[src/common/sac_pkg.sv]
// Constants, register map and types for the converter control unit.
// Assumes a 100 MHz REF_CLK and an AXI4-Lite register slave.
// ---------------------------------------------------------------------
// How it works
// Input above high reference gives all ones
// Input below low reference gives zero
// Control bits 3:0 pick channel 0..15
// Converter-on bit starts continuous conversions
// Clearing converter-on aborts running conversion
// Done flag low during conversion; here cleared only at start, high-byte read or channel change
// Completion sets done flag, loads result
// Done with interrupt enable raises request; here IRQ also needs bit 0 of the IRQ mask register set
// Reading high byte clears done flag
// Channel change restarts conversion on new channel
// Low byte read freezes results until released
// Software reads low then high byte
// Software reads only high byte for 8 bits
// Divider field 6:5 sets converter clock
// High byte holds 9:2, low byte 1:0
// Wait keeps running, halt disables, then settles
// Registers reset zero, done flag read-only
// Software sets stretch for high-impedance sources
// Fixed conversion length, stretch lengthens sampling
// ---------------------------------------------------------------------
`default_nettype none

package sac_pkg;
  // Register indices; byte address is four times the index
  localparam logic [7:0] IDX_CTRL = 8'h2e;
  localparam logic [7:0] IDX_RES_HI = 8'h2f;
  localparam logic [7:0] IDX_RES_LO = 8'h30;
  localparam logic [7:0] IDX_CLK_CTRL = 8'h31;
  localparam logic [7:0] IDX_IRQ_STAT = 8'h32;
  localparam logic [7:0] IDX_IRQ_MASK = 8'h33;
  localparam int ADDR_W = 12;
  // Control field positions
  localparam int CTRL_DONE_BIT = 7;
  localparam int CTRL_DIV_LSB = 5;
  localparam int CTRL_ON_BIT = 4;
  localparam int CTRL_CH_LSB = 0;
  // Clock-control field positions
  localparam int CLK_IE_BIT = 0;
  localparam int CLK_STRETCH_BIT = 1;
  // Reset and saturation values
  localparam logic [7:0] CTRL_RST = 8'h00;
  localparam logic [9:0] RESULT_RST = 10'h000;
  localparam logic [9:0] RESULT_FULL = 10'h3ff;
  localparam logic [9:0] RESULT_ZERO = 10'h000;
  // Timing and AXI response codes
  localparam int CLK_HZ = 100_000_000;
  localparam int ADC_HZ_FAST = 4_000_000;
  localparam int DIV_FAST = CLK_HZ / ADC_HZ_FAST; // Full period, 4 MHz
  localparam int DIV_W = 8;
  localparam int STAB_NS = 1000;
  localparam int STAB_CYC = (STAB_NS * (CLK_HZ / 1_000_000) + 999) / 1000;
  localparam int SAMPLE_CYC = 3;
  localparam int STRETCH_CYC = 6;
  localparam int CONV_CYC = 10;
  localparam logic [1:0] AXI_OKAY = 2'b00;
  localparam logic [1:0] AXI_SLVERR = 2'b10;
  // Conversion phases
  typedef enum logic [1:0] {PH_IDLE, PH_SETTLE, PH_SAMPLE, PH_CONVERT} sac_phase_t;
endpackage

`default_nettype wire

[src/core/sac_top.sv]
// Converter control unit: registers, clock divider, sequencing, interrupt.
// Assumes an AXI4-Lite master on REF_CLK and a SAR core that returns a
// 10-bit code plus over/under-range levels, synchronised here.
//
// Chosen here: register access over AXI4-Lite.
`default_nettype none

module sac_top
  import sac_pkg::*;
#(
  parameter int SAMPLE_CYCLES = sac_pkg::SAMPLE_CYC,
  parameter int STRETCH_CYCLES = sac_pkg::STRETCH_CYC,
  parameter int CONV_CYCLES = sac_pkg::CONV_CYC,
  parameter int STAB_CYCLES = sac_pkg::STAB_CYC
)(
  // Clock and reset
  input wire logic REF_CLK,
  input wire logic RESETN,
  // AXI4-Lite write address
  input wire logic [sac_pkg::ADDR_W-1:0] S_AXI_AWADDR,
  input wire logic S_AXI_AWVALID,
  output logic S_AXI_AWREADY,
  // AXI4-Lite write data
  input wire logic [31:0] S_AXI_WDATA,
  input wire logic [3:0] S_AXI_WSTRB,
  input wire logic S_AXI_WVALID,
  output logic S_AXI_WREADY,
  // AXI4-Lite write response
  output logic [1:0] S_AXI_BRESP,
  output logic S_AXI_BVALID,
  input wire logic S_AXI_BREADY,
  // AXI4-Lite read address
  input wire logic [sac_pkg::ADDR_W-1:0] S_AXI_ARADDR,
  input wire logic S_AXI_ARVALID,
  output logic S_AXI_ARREADY,
  // AXI4-Lite read data
  output logic [31:0] S_AXI_RDATA,
  output logic [1:0] S_AXI_RRESP,
  output logic S_AXI_RVALID,
  input wire logic S_AXI_RREADY,
  // Low power modes
  input wire logic WAIT_MODE,
  input wire logic HALT_MODE,
  // Analog side
  output logic [3:0] CHANNEL_SEL,
  output logic CONVERTER_POWER,
  output logic SAMPLE_HOLD,
  output logic ADC_CLK,
  input wire logic [9:0] SAR_CODE,
  input wire logic SAR_OVER,
  input wire logic SAR_UNDER,
  // Interrupt
  output logic IRQ,
  output logic WAKE_REQ
);
  import sac_pkg::*;

  // ---------------------------------------------------------------------
  // State
  // ---------------------------------------------------------------------
  typedef struct packed {
    logic aw_got; // Write address held
    logic w_got; // Write data held
    logic [ADDR_W-1:0] awaddr;
    logic [31:0] wdata;
    logic [3:0] wstrb;
    logic bvalid;
    logic [1:0] bresp;
    logic rvalid;
    logic [1:0] rresp;
    logic [31:0] rdata;
    logic [3:0] chan; // Channel select
    logic [1:0] div_sel; // Clock divider select
    logic conv_on; // Converter on
    logic done; // Conversion done flag
    logic ie; // Done interrupt enable
    logic stretch; // Sample time stretch
    logic [9:0] result;
    logic frozen; // Result lock
    logic irq_stat; // Sticky event
    logic irq_mask;
    sac_phase_t phase;
    logic [DIV_W-1:0] div_cnt; // Prescaler counter
    logic adc_clk;
    logic [15:0] step_cnt; // Converter clock steps or settle cycles
    logic halted; // Halt seen since last settle
    logic [11:0] sync1; // Pin synchroniser first stage
    logic [11:0] sync2;
    logic [1:0] halt_s; // Halt level synchroniser
  } sac_state_t;

  sac_state_t q, d;

  // Divider half-period for a select code; the low half takes any odd cycle
  function automatic logic [DIV_W-1:0] half_period(input logic [1:0] sel, input logic lvl);
    logic [DIV_W-1:0] full;
    case (sel)
      2'b01: full = DIV_W'(DIV_FAST * 2);
      2'b10: full = DIV_W'(DIV_FAST * 4);
      default: full = DIV_W'(DIV_FAST); // Code 11 treated as fastest
    endcase
    half_period = lvl ? (full >> 1) : (full - (full >> 1));
  endfunction

  // Register index from a byte address
  function automatic logic [7:0] reg_idx(input logic [ADDR_W-1:0] a);
    reg_idx = a[9:2];
  endfunction

  // Mapped index check
  function automatic logic mapped(input logic [7:0] i);
    mapped = (i >= IDX_CTRL) && (i <= IDX_IRQ_MASK);
  endfunction

  // ---------------------------------------------------------------------
  // Next state
  // ---------------------------------------------------------------------
  always_comb
  begin
    logic do_wr;
    logic do_rd;
    logic [7:0] widx;
    logic [7:0] ridx;
    logic adc_tick;
    logic [9:0] code;
    logic complete;
    logic ch_change;
    logic [31:0] rd;
    do_wr = 1'b0;
    do_rd = 1'b0;
    widx = 8'h00;
    ridx = 8'h00;
    adc_tick = 1'b0;
    code = 10'h000;
    complete = 1'b0;
    ch_change = 1'b0;
    rd = 32'h0000_0000;
    d = q;

    // Two-flop synchronisers for analog pins and halt level
    d.sync1 = {SAR_OVER, SAR_UNDER, SAR_CODE};
    d.sync2 = q.sync1;
    d.halt_s = {q.halt_s[0], HALT_MODE};

    // Write channels: take address and data in either order
    if (S_AXI_AWVALID && !q.aw_got)
    begin
      d.aw_got = 1'b1;
      d.awaddr = S_AXI_AWADDR;
    end
    if (S_AXI_WVALID && !q.w_got)
    begin
      d.w_got = 1'b1;
      d.wdata = S_AXI_WDATA;
      d.wstrb = S_AXI_WSTRB;
    end
    if (q.aw_got && q.w_got && !q.bvalid)
    begin
      do_wr = 1'b1;
      widx = reg_idx(q.awaddr);
      d.aw_got = 1'b0;
      d.w_got = 1'b0;
      d.bvalid = 1'b1;
      d.bresp = mapped(widx) ? AXI_OKAY : AXI_SLVERR;
    end
    if (q.bvalid && S_AXI_BREADY)
      d.bvalid = 1'b0;

    // Register writes; byte lane 0 carries all fields
    if (do_wr && q.wstrb[0])
    begin
      case (widx)
        IDX_CTRL:
        begin
          // Done flag is read-only
          d.chan = q.wdata[CTRL_CH_LSB +: 4];
          d.conv_on = q.wdata[CTRL_ON_BIT];
          d.div_sel = q.wdata[CTRL_DIV_LSB +: 2];
          ch_change = (q.wdata[CTRL_CH_LSB +: 4] != q.chan);
        end
        IDX_CLK_CTRL:
        begin
          d.ie = q.wdata[CLK_IE_BIT];
          d.stretch = q.wdata[CLK_STRETCH_BIT];
        end
        IDX_IRQ_MASK: d.irq_mask = q.wdata[0];
        default: ; // Result and status registers are read-only
      endcase
    end

    // Read channel
    if (S_AXI_ARVALID && !q.rvalid)
    begin
      do_rd = 1'b1;
      ridx = reg_idx(S_AXI_ARADDR);
      case (ridx)
        IDX_CTRL: rd = {24'h000000, q.done, q.div_sel, q.conv_on, q.chan};
        IDX_RES_HI: rd = {24'h000000, q.result[9:2]};
        IDX_RES_LO: rd = {30'h00000000, q.result[1:0]};
        IDX_CLK_CTRL: rd = {30'h00000000, q.stretch, q.ie};
        IDX_IRQ_STAT: rd = {31'h00000000, q.irq_stat};
        IDX_IRQ_MASK: rd = {31'h00000000, q.irq_mask};
        default: rd = 32'h0000_0000;
      endcase
      d.rvalid = 1'b1;
      d.rdata = rd;
      d.rresp = mapped(ridx) ? AXI_OKAY : AXI_SLVERR;
    end
    if (q.rvalid && S_AXI_RREADY)
      d.rvalid = 1'b0;

    // Converter clock prescaler
    if (q.div_cnt >= half_period(q.div_sel, q.adc_clk) - DIV_W'(1))
    begin
      d.div_cnt = '0;
      d.adc_clk = ~q.adc_clk;
      adc_tick = q.adc_clk; // One tick per full period
    end
    else
      d.div_cnt = q.div_cnt + DIV_W'(1);

    // Conversion sequencer
    if (q.halt_s[1])
      d.halted = 1'b1;
    case (q.phase)
      PH_IDLE:
        if (q.conv_on && !q.halt_s[1])
        begin
          d.phase = q.halted ? PH_SETTLE : PH_SAMPLE;
          d.step_cnt = '0;
        end
      PH_SETTLE:
      begin
        // Stabilisation after halt wake-up
        d.step_cnt = q.step_cnt + 16'h0001;
        if (q.step_cnt >= 16'(STAB_CYCLES - 1))
        begin
          d.halted = 1'b0;
          d.phase = PH_SAMPLE;
          d.step_cnt = '0;
        end
      end
      PH_SAMPLE:
        if (adc_tick)
        begin
          d.step_cnt = q.step_cnt + 16'h0001;
          // Stretch lengthens sampling
          if (q.step_cnt >= 16'((q.stretch ? STRETCH_CYCLES : SAMPLE_CYCLES) - 1))
          begin
            d.phase = PH_CONVERT;
            d.step_cnt = '0;
          end
        end
      PH_CONVERT:
        if (adc_tick)
        begin
          d.step_cnt = q.step_cnt + 16'h0001;
          if (q.step_cnt >= 16'(CONV_CYCLES - 1))
          begin
            complete = 1'b1;
            d.phase = PH_SAMPLE; // Back-to-back
            d.step_cnt = '0;
          end
        end
      default: d.phase = PH_IDLE;
    endcase

    // Done flag low while the first conversion after a start runs; later
    // completions keep it set until the high byte is read or the channel changes
    if (q.phase == PH_IDLE && d.phase != PH_IDLE)
      d.done = 1'b0;

    // Saturation of out-of-range inputs
    if (q.sync2[11])
      code = RESULT_FULL;
    else if (q.sync2[10])
      code = RESULT_ZERO;
    else
      code = q.sync2[9:0];

    // Completion: set done, load result unless frozen
    if (complete)
    begin
      d.done = 1'b1;
      d.irq_stat = 1'b1;
      if (!q.frozen)
        d.result = code;
    end

    // Read side effects
    if (do_rd && ridx == IDX_RES_LO)
      d.frozen = 1'b1;
    if (do_rd && ridx == IDX_RES_HI)
    begin
      d.frozen = 1'b0;
      if (!complete)
        d.done = 1'b0;
    end
    if (do_rd && ridx == IDX_IRQ_STAT && !complete)
      d.irq_stat = 1'b0; // Set wins over read clear

    // Abort on power off, halt outside wait mode, or channel change
    if (do_wr && q.wstrb[0] && widx == IDX_CTRL && !q.wdata[CTRL_ON_BIT])
    begin
      d.phase = PH_IDLE;
      d.frozen = 1'b0;
    end
    else if (q.halt_s[1] && !WAIT_MODE)
      d.phase = PH_IDLE;
    else if (ch_change && q.phase != PH_IDLE)
    begin
      d.phase = PH_SAMPLE;
      d.step_cnt = '0;
      d.done = 1'b0; // New channel has no result yet
    end
  end

  // ---------------------------------------------------------------------
  // State register
  // ---------------------------------------------------------------------
  always_ff @(posedge REF_CLK or negedge RESETN)
  begin
    if (!RESETN)
    begin
      q <= '0; // All registers zero
      q.phase <= PH_IDLE;
    end
    else
      q <= d;
  end

  // ---------------------------------------------------------------------
  // Outputs
  // ---------------------------------------------------------------------
  assign S_AXI_AWREADY = !q.aw_got;
  assign S_AXI_WREADY = !q.w_got;
  assign S_AXI_BVALID = q.bvalid;
  assign S_AXI_BRESP = q.bresp;
  assign S_AXI_ARREADY = !q.rvalid;
  assign S_AXI_RVALID = q.rvalid;
  assign S_AXI_RDATA = q.rdata;
  assign S_AXI_RRESP = q.rresp;
  assign CHANNEL_SEL = q.chan;
  assign CONVERTER_POWER = q.conv_on && !q.halt_s[1];
  assign SAMPLE_HOLD = (q.phase == PH_SAMPLE);
  assign ADC_CLK = q.adc_clk;
  // Interrupt from done event when enabled
  assign IRQ = q.irq_stat && q.irq_mask && q.ie;
  assign WAKE_REQ = IRQ && !q.halt_s[1]; // Wakes from wait, not halt
endmodule

`default_nettype wire

[config.mk]
export PLATFORM = sky130hd
export DESIGN_NAME = sac_top
export DESIGN_NICKNAME = d
export VERILOG_FILES = /design/src/common/sac_pkg.sv /design/src/core/sac_top.sv
export SDC_FILE = /design/constraint.sdc
export NUM_CORES = 1
export LEC_CHECK = 0
export ABC_CLOCK_PERIOD_IN_PS = 7200
export CORE_MARGIN = 10
export CORE_UTILIZATION = 35
export DETAILED_ROUTE_END_ITERATION = 10
export DONT_BUFFER_PORTS = 1
export GPL_ROUTABILITY_DRIVEN = 0
export PLACE_DENSITY_LB_ADDON = 0.12
export SLEW_MARGIN = 20
export SYNTH_ARGS = -nofsm -noshare
export SYNTH_HDL_FRONTEND = slang
export SYNTH_SLANG_ARGS = --single-unit
[constraint.sdc]
create_clock -name REF_CLK -period 7.2 [get_ports REF_CLK]
set_input_delay 0.36 -clock REF_CLK [delete_from_list [all_inputs] [get_ports REF_CLK]]
set_output_delay 0.36 -clock REF_CLK [all_outputs]
set_load 0.01 [all_outputs]
==> results.sh, run 1 <==
export IMPL_cts_repair_resized=0
export IMPL_period_needed_ns=3.41
export IMPL_drt_pass1_iter_count=4
export IMPL_final_cell_mix="107 x dfrtp_1, 37 x nand2_1, 27 x conb_1"
export IMPL_critical_path_class="flop to flop"
export IMPL_status="finished clean"
export IMPL_slew_headroom_pct=40.0
export IMPL_ys_ff_latch=107
export IMPL_wl_met3_um=819
export IMPL_critPathCaptureType="flop"
export IMPL_yosys_warnings=0
export IMPL_met2_length_um=5230
export IMPL_drt_iter0_markers=190
export IMPL_cts_tree="built"
export IMPL_synth_flop_cell="dfrtp_1"
export IMPL_post_route_util_pct=37.8
export IMPL_cts_setup_buffers=0
export IMPL_syn_inst=464
export IMPL_max_freq_mhz=293
export IMPL_portBuffers=0
export IMPL_ir_drop_v=0.000151
export IMPL_grt_pass1_wl_um=18400
export IMPL_p_leak_nw=2.36
export IMPL_setup_ws_ns=3.79
export IMPL_dr_total_vias=3131
export IMPL_final_setup_viol_count=0
export IMPL_final_common_cell="dfrtp_1"
export IMPL_wl_met1_um=4780
export IMPL_grt_pass1_vias=3379
export IMPL_max_cap_violations=0
export IMPL_drc_errors=0
export IMPL_slew_violations=0
export IMPL_initial_core_util_pct=35.4
export IMPL_critPathMaxFanout=10
export IMPL_skew_ns=0.00521
export IMPL_clkLatencyLatePin_ns=0.36
export IMPL_top_layer_used="met4"
export IMPL_fin_tns_setup_ns=0
export IMPL_h_tree_depth=3
export IMPL_ant_nets=0
export IMPL_grt_antenna_before_repair=0
export IMPL_crit_arrival_ns=3.69
export IMPL_die_x_um=141
export IMPL_numClockSinks=107
export IMPL_holdCritPathClass="input pin to flop"
export IMPL_cts_made_buffers=9
export IMPL_synth_top_cell_by_area="dfrtp_1"
export IMPL_overflow=0
export IMPL_gr_usage_all_layers_pct=11.6
export IMPL_synthToLayoutAreaGrowth_pct=6.64
export IMPL_post_route_period_util_pct=47.4
export IMPL_synthArstFlopShare_pct=100
export IMPL_wirelength_um=11000
export IMPL_synth_edff_count=0
export IMPL_path_clk_slew_ns=0.07
export IMPL_worst_slew_pin_slew_ns=0.896
export IMPL_total_power_mw=1.67
export IMPL_hold_viol_final=0
export IMPL_die_area_um2=19800
export IMPL_synth_area_um2=5090
export IMPL_rsz0062_at_grt="no"
export IMPL_drive_gt1_share_pct=11.6
export IMPL_yosysUniqueCellTypes=59
export IMPL_yosys_area_top_type_share_pct=52.6
export IMPL_ios=131
export IMPL_p_per_area_nw_per_um2=307
export IMPL_root_buffer="clkbuf_16"
export IMPL_ys_top_cells_by_area="dfrtp_1 53%, buf_4 5.9%, mux2_2 5.5%"
export IMPL_fp_dieH_um=141
export IMPL_synth_avg_cell_area_um2=11.0
export IMPL_fp_coreArea_um2=14400
export IMPL_vias_per_cell=4.89
export IMPL_start_kind="flop"
export IMPL_antenna_cells=0
export IMPL_dpl_hpwl_um=8180
export IMPL_clk_path_buf_depth=2
export IMPL_nNetsFinal=547
export IMPL_synth_yosys_seq_area_share_pct=52.6
export IMPL_critPathRequiredTime_ns=7.48
export IMPL_std_cell_rows=44
export IMPL_pre_cts_ws_ns=3.77
export IMPL_grt_start_max_net_pins=108
export IMPL_detail_route_wl_per_cell_um=17.2
[worst paths after layout]
check	startpoint	endpoint	slack [ns]	cells past startpoint
min in group asynchronous	RESETN	q[41]	0.62	2
setup / recovery	q[71]	q[66]	3.79	10
hold / removal	SAR_OVER	d[13]	0.03	0
setup reg to reg	q[71]	q[66]	3.79	10
hold reg to reg	d[4]	q[4]	0.35	0
max in group asynchronous	RESETN	q[48]	6.17	2
[power breakdown]
part           internal (mW)  switching (mW)  total (mW)  leakage, nW
logic                  0.153           0.173       0.327        0.864
clock network          0.318           0.229       0.547        0.157
registers              0.691           0.103       0.793         1.34
total                   1.16           0.505        1.67         2.36
[worst max-delay path, stage by stage (launching register included)]
cell and delay (ns):
dfrtp_1 0.45, inv_1 0.09, ha_1 0.38, mux2i_1 0.25
xnor2_1 0.09, ha_1 0.30, o311ai_1 0.13, a211o_1 0.38
and2_4 0.20, nor4b_4 0.80, mux2i_1 0.27
[area by class of cell]
class,count,area [um^2]
fillers,1469,8940
flip-flops and latches,107,2680
multi-input cells,304,2050
clock buffers,10,239
well taps,184,230
inverters,27,101
clock inverters,6,95.1
repair buffers,2,37.5
[cells in the mapped netlist (all sizes together) (3+ instances only)]
library cell and instances:
nand3b 3, a211oi 4, a21o 3, nor3 10, dfrtp 107, a31oi 3, a22oi 9, xnor2 9
clkbuf 8, ha 15, o21a 6, o22ai 3, nor4 5, a21oi 19, and3 6, inv 26
a211o 3, nor2b 7, nor2 23, nand3 10, nor3b 3, buf 44, mux2 25, nand2 37
and2 10, a221oi 6, mux2i 11, o21ai 24
[kinds of logic (layout without fill, tap and decap cells)]
family                     Yosys count  in the layout  share of synthesized area (%)
and+or+nand+nor                    126            126                           13.5
adders and majority gates           15             15                           3.69
muxes                               36             36                           7.70
other                                1             27                         0.0737
buffers and inverters               79             45                           9.10
DFF                                107            107                           52.6
xor gates and xnor gates            11             11                           1.89
AOI/OAI and AO/OA                   89             89                           11.4
[sequential cells by signal, indices dropped and copies added (netlist names)]
register / count
S_AXI_BRESP: 1
q: 77
ADC_CLK: 1
S_AXI_RRESP: 1
d: 13
CHANNEL_SEL: 4
S_AXI_RVALID: 1
S_AXI_BVALID: 1
S_AXI_RDATA: 8
[per-layer routing]
layer  GRT usage [%]  vias up
li1                -     1520
met1            14.3     1526
met2            17.9       73
met3            4.60       12
met4            4.40        0
met5               0        -
[metrics by stage]
stage	cells	cell area [um^2]	hold slack, ns
after floorplan	490	5190	0.0644
after global placement	622	5050	0.0728
after detailed placement	622	5050	0.0726
after CTS	640	5430	0.0112
after global routing	640	5430	0.00203
final	640	5430	0.0251
[what timing repair did]
item / in CTS / in global routing
endpoints found under the hold margin: 107 / 0
endpoints found under the setup margin: 0 / 0
hold buffers: 2 / 0
Power figures use the tool's default switching activity.
==> run 2: changes to the inputs <==
--- a/config.mk
+++ b/config.mk
@@ -5,7 +5,7 @@
 export SDC_FILE = /design/constraint.sdc
 export NUM_CORES = 1
 export LEC_CHECK = 0
-export ABC_CLOCK_PERIOD_IN_PS = 7200
+export ABC_CLOCK_PERIOD_IN_PS = 3240
 export CORE_MARGIN = 10
 export CORE_UTILIZATION = 35
 export DETAILED_ROUTE_END_ITERATION = 10
==> constraint.sdc (replaced) <==
create_clock -name REF_CLK -period 3.24 [get_ports REF_CLK]
set_input_delay 0.162 -clock REF_CLK [delete_from_list [all_inputs] [get_ports REF_CLK]]
set_output_delay 0.162 -clock REF_CLK [all_outputs]
set_load 0.01 [all_outputs]
==> run 2 against run 1 <==
First-iteration DRC count decreased by 17%. Combinational power grew 140%. Sequential share of layout area shrank 3.0 points. Setup slack lost 3.6 ns. Clock skew is 0.0033 ns higher. Sequential power grew 120%. Sequential cell count stayed put. Largest power group unchanged. Clock-buffer cell count stayed put. Maximum frequency is 13% higher.
==> results.sh, run 2 (same netlist as run 1, synthesis figures left out) <==
export IMPL_skew_ns=0.00847
export IMPL_crit_chain="inv_1 > ha_1 > mux2i_1 > xnor2_1 > ha_1 > o311ai_1 > a211o_1 > and2_4 > nor4b_4 > buf_12 > mux2i_1"
export IMPL_post_route_period_util_pct=93.2
export IMPL_holdCritPathClass="input pin to flop"
export IMPL_grt_start_max_net_pins=108
export IMPL_postCtsHoldBufs=35
export IMPL_cts_setup_buffers=0
export IMPL_critPathCaptureType="flop"
export IMPL_seqPwrFrac_pct=48.0
export IMPL_cts_tree="built"
export IMPL_fp_coreArea_um2=14400
export IMPL_total_power_mw=3.69
export IMPL_p_leak_nw=2.52
export IMPL_grt_pass1_vias=3428
export IMPL_cts_repair_resized=0
export IMPL_detail_route_wl_per_cell_um=16.8
export IMPL_max_freq_mhz=331
export IMPL_grt_antenna_before_repair=0
export IMPL_place_area_um2=5100
export IMPL_p_per_area_nw_per_um2=638
export IMPL_fillers=1409
export IMPL_intPower_mw=2.53
export IMPL_switchingPower_mw=1.15
export IMPL_h_tree_depth=3
export IMPL_critPathSlowestCell="dfrtp_1"
export IMPL_portBuffers=0
export IMPL_period_needed_ns=3.02
export IMPL_drc_errors=0
export IMPL_fin_cells=677
export IMPL_nNetsFinal=584
export IMPL_ant_nets=0
export IMPL_overflow=0
export IMPL_finalInstanceArea_um2=5780
export IMPL_clkPwrFrac_pct=31.1
export IMPL_max_cap_violations=0
export IMPL_status="finished clean"
export IMPL_final_common_cell="dfrtp_1"
export IMPL_drive_gt1_share_pct=11.6
export IMPL_setup_ws_ns=0.222
export IMPL_slew_violations=0
export IMPL_hold_viol_final=0
export IMPL_drt_pass1_iter_count=4
export IMPL_final_cell_mix="107 x dfrtp_1, 37 x nand2_1, 34 x dlygate4sd3_1"
export IMPL_gr_usage_all_layers_pct=11.9
export IMPL_drt_iter0_markers=158
export IMPL_clkLatencyLatePin_ns=0.36
export IMPL_fin_tns_setup_ns=0
export IMPL_vias_per_cell=4.92
export IMPL_critical_path_class="flop to flop"
export IMPL_dr_total_vias=3329
export IMPL_start_kind="flop"
export IMPL_largest_reg_flops=77
export IMPL_final_setup_viol_count=0
export IMPL_synthToLayoutAreaGrowth_pct=13.6
export IMPL_antenna_cells=0
export IMPL_path_clk_slew_ns=0.07
export IMPL_placedCellCount=626
export IMPL_critPathMaxStageDelay_ns=0.46
export IMPL_sw_frac_of_total_pct=31.2
export IMPL_die_x_um=141
export IMPL_crit_arrival_ns=3.30
export IMPL_slew_headroom_pct=44.0
export IMPL_wirelength_um=11400
export IMPL_clk_path_buf_depth=2
export IMPL_pre_cts_ws_ns=0.245
export IMPL_ios=131
export IMPL_worst_slew_pin_slew_ns=0.839
export IMPL_fp_dieH_um=141
export IMPL_std_cell_rows=44
export IMPL_root_buffer="clkbuf_16"
export IMPL_critPathRequiredTime_ns=3.52
export IMPL_largest_register="q"
export IMPL_cts_made_buffers=9
export IMPL_grt_pass1_wl_um=19000
export IMPL_critPathMaxFanout=10
export IMPL_rsz0062_at_grt="no"
export IMPL_numClockSinks=107
export IMPL_ir_drop_v=0.000378
export IMPL_initial_core_util_pct=35.4
export IMPL_comb_power_share_pct=20.9
export IMPL_die_area_um2=19800
export IMPL_dpl_hpwl_um=8300
[run 2: final cells by class]
cell class | instances | area (um^2) | area share (%)
clock buffers | 10 | 239 | 4.13
clock inverters | 6 | 76.3 | 1.32
inverters | 27 | 101 | 1.75
multi-input cells | 304 | 2050 | 35.4
flip-flops and latches | 107 | 2680 | 46.3
well taps | 184 | 230 | 3.98
repair buffers | 39 | 410 | 7.10
[run 2: path summary, 6_finish.rpt]
kind	cells after the start	from	slack, ns	endpoint
worst min register to register	0	d[7]	0.35	q[7]
max in group asynchronous	2	RESETN	2.40	S_AXI_BRESP[1]
min in group asynchronous	2	RESETN	0.40	q[38]
worst max register to register	11	q[71]	0.22	q[59]
worst min-delay path	2	S_AXI_ARADDR[3]	0.01	q[55]
worst max-delay path	11	q[71]	0.22	q[59]
[run 2: power by group through the flow]
stage                     Combinational (mW)  Clock [mW]  Sequential, mW
after CTS                              0.776        1.19            1.77
after floorplan                        0.664           0            1.69
after global placement                 0.690           0            1.79
final                                  0.769        1.15            1.77
after detailed placement               0.706           0            1.80
after global routing                   0.871        1.24            1.81
[run 2: worst max-delay path: cells and delay by family, from the launching register on]
family / cells / cell delay, ns
AO/OA/AOI/OAI: 2 / 0.51
XOR/XNOR: 1 / 0.09
adder cells (fa/ha/maj): 2 / 0.68
buffers and inverters: 2 / 0.28
flip-flops: 1 / 0.46
multiplexers: 2 / 0.42
AND/OR/NAND/NOR: 2 / 0.50
[run 2: per-stage QoR]
step / hold WS, ns / util [%]
floorplan: -0.134 / -
global placement: -0.125 / 35.5
detailed placement: -0.125 / 35.5
CTS: 0.00405 / 40.2
global route: 0.0235 / 40.2
finish: 0.0140 / 40.2
[run 2: metal layers]
metal / share of wire, % / up-vias / track usage [%]
met2: 48 / 76 / 18.5
met5: 0 / - / 0
met4: 1.9 / 0 / 5.22
met3: 6.1 / 12 / 3.43
li1: - / 1595 / -
met1: 44 / 1646 / 15.1
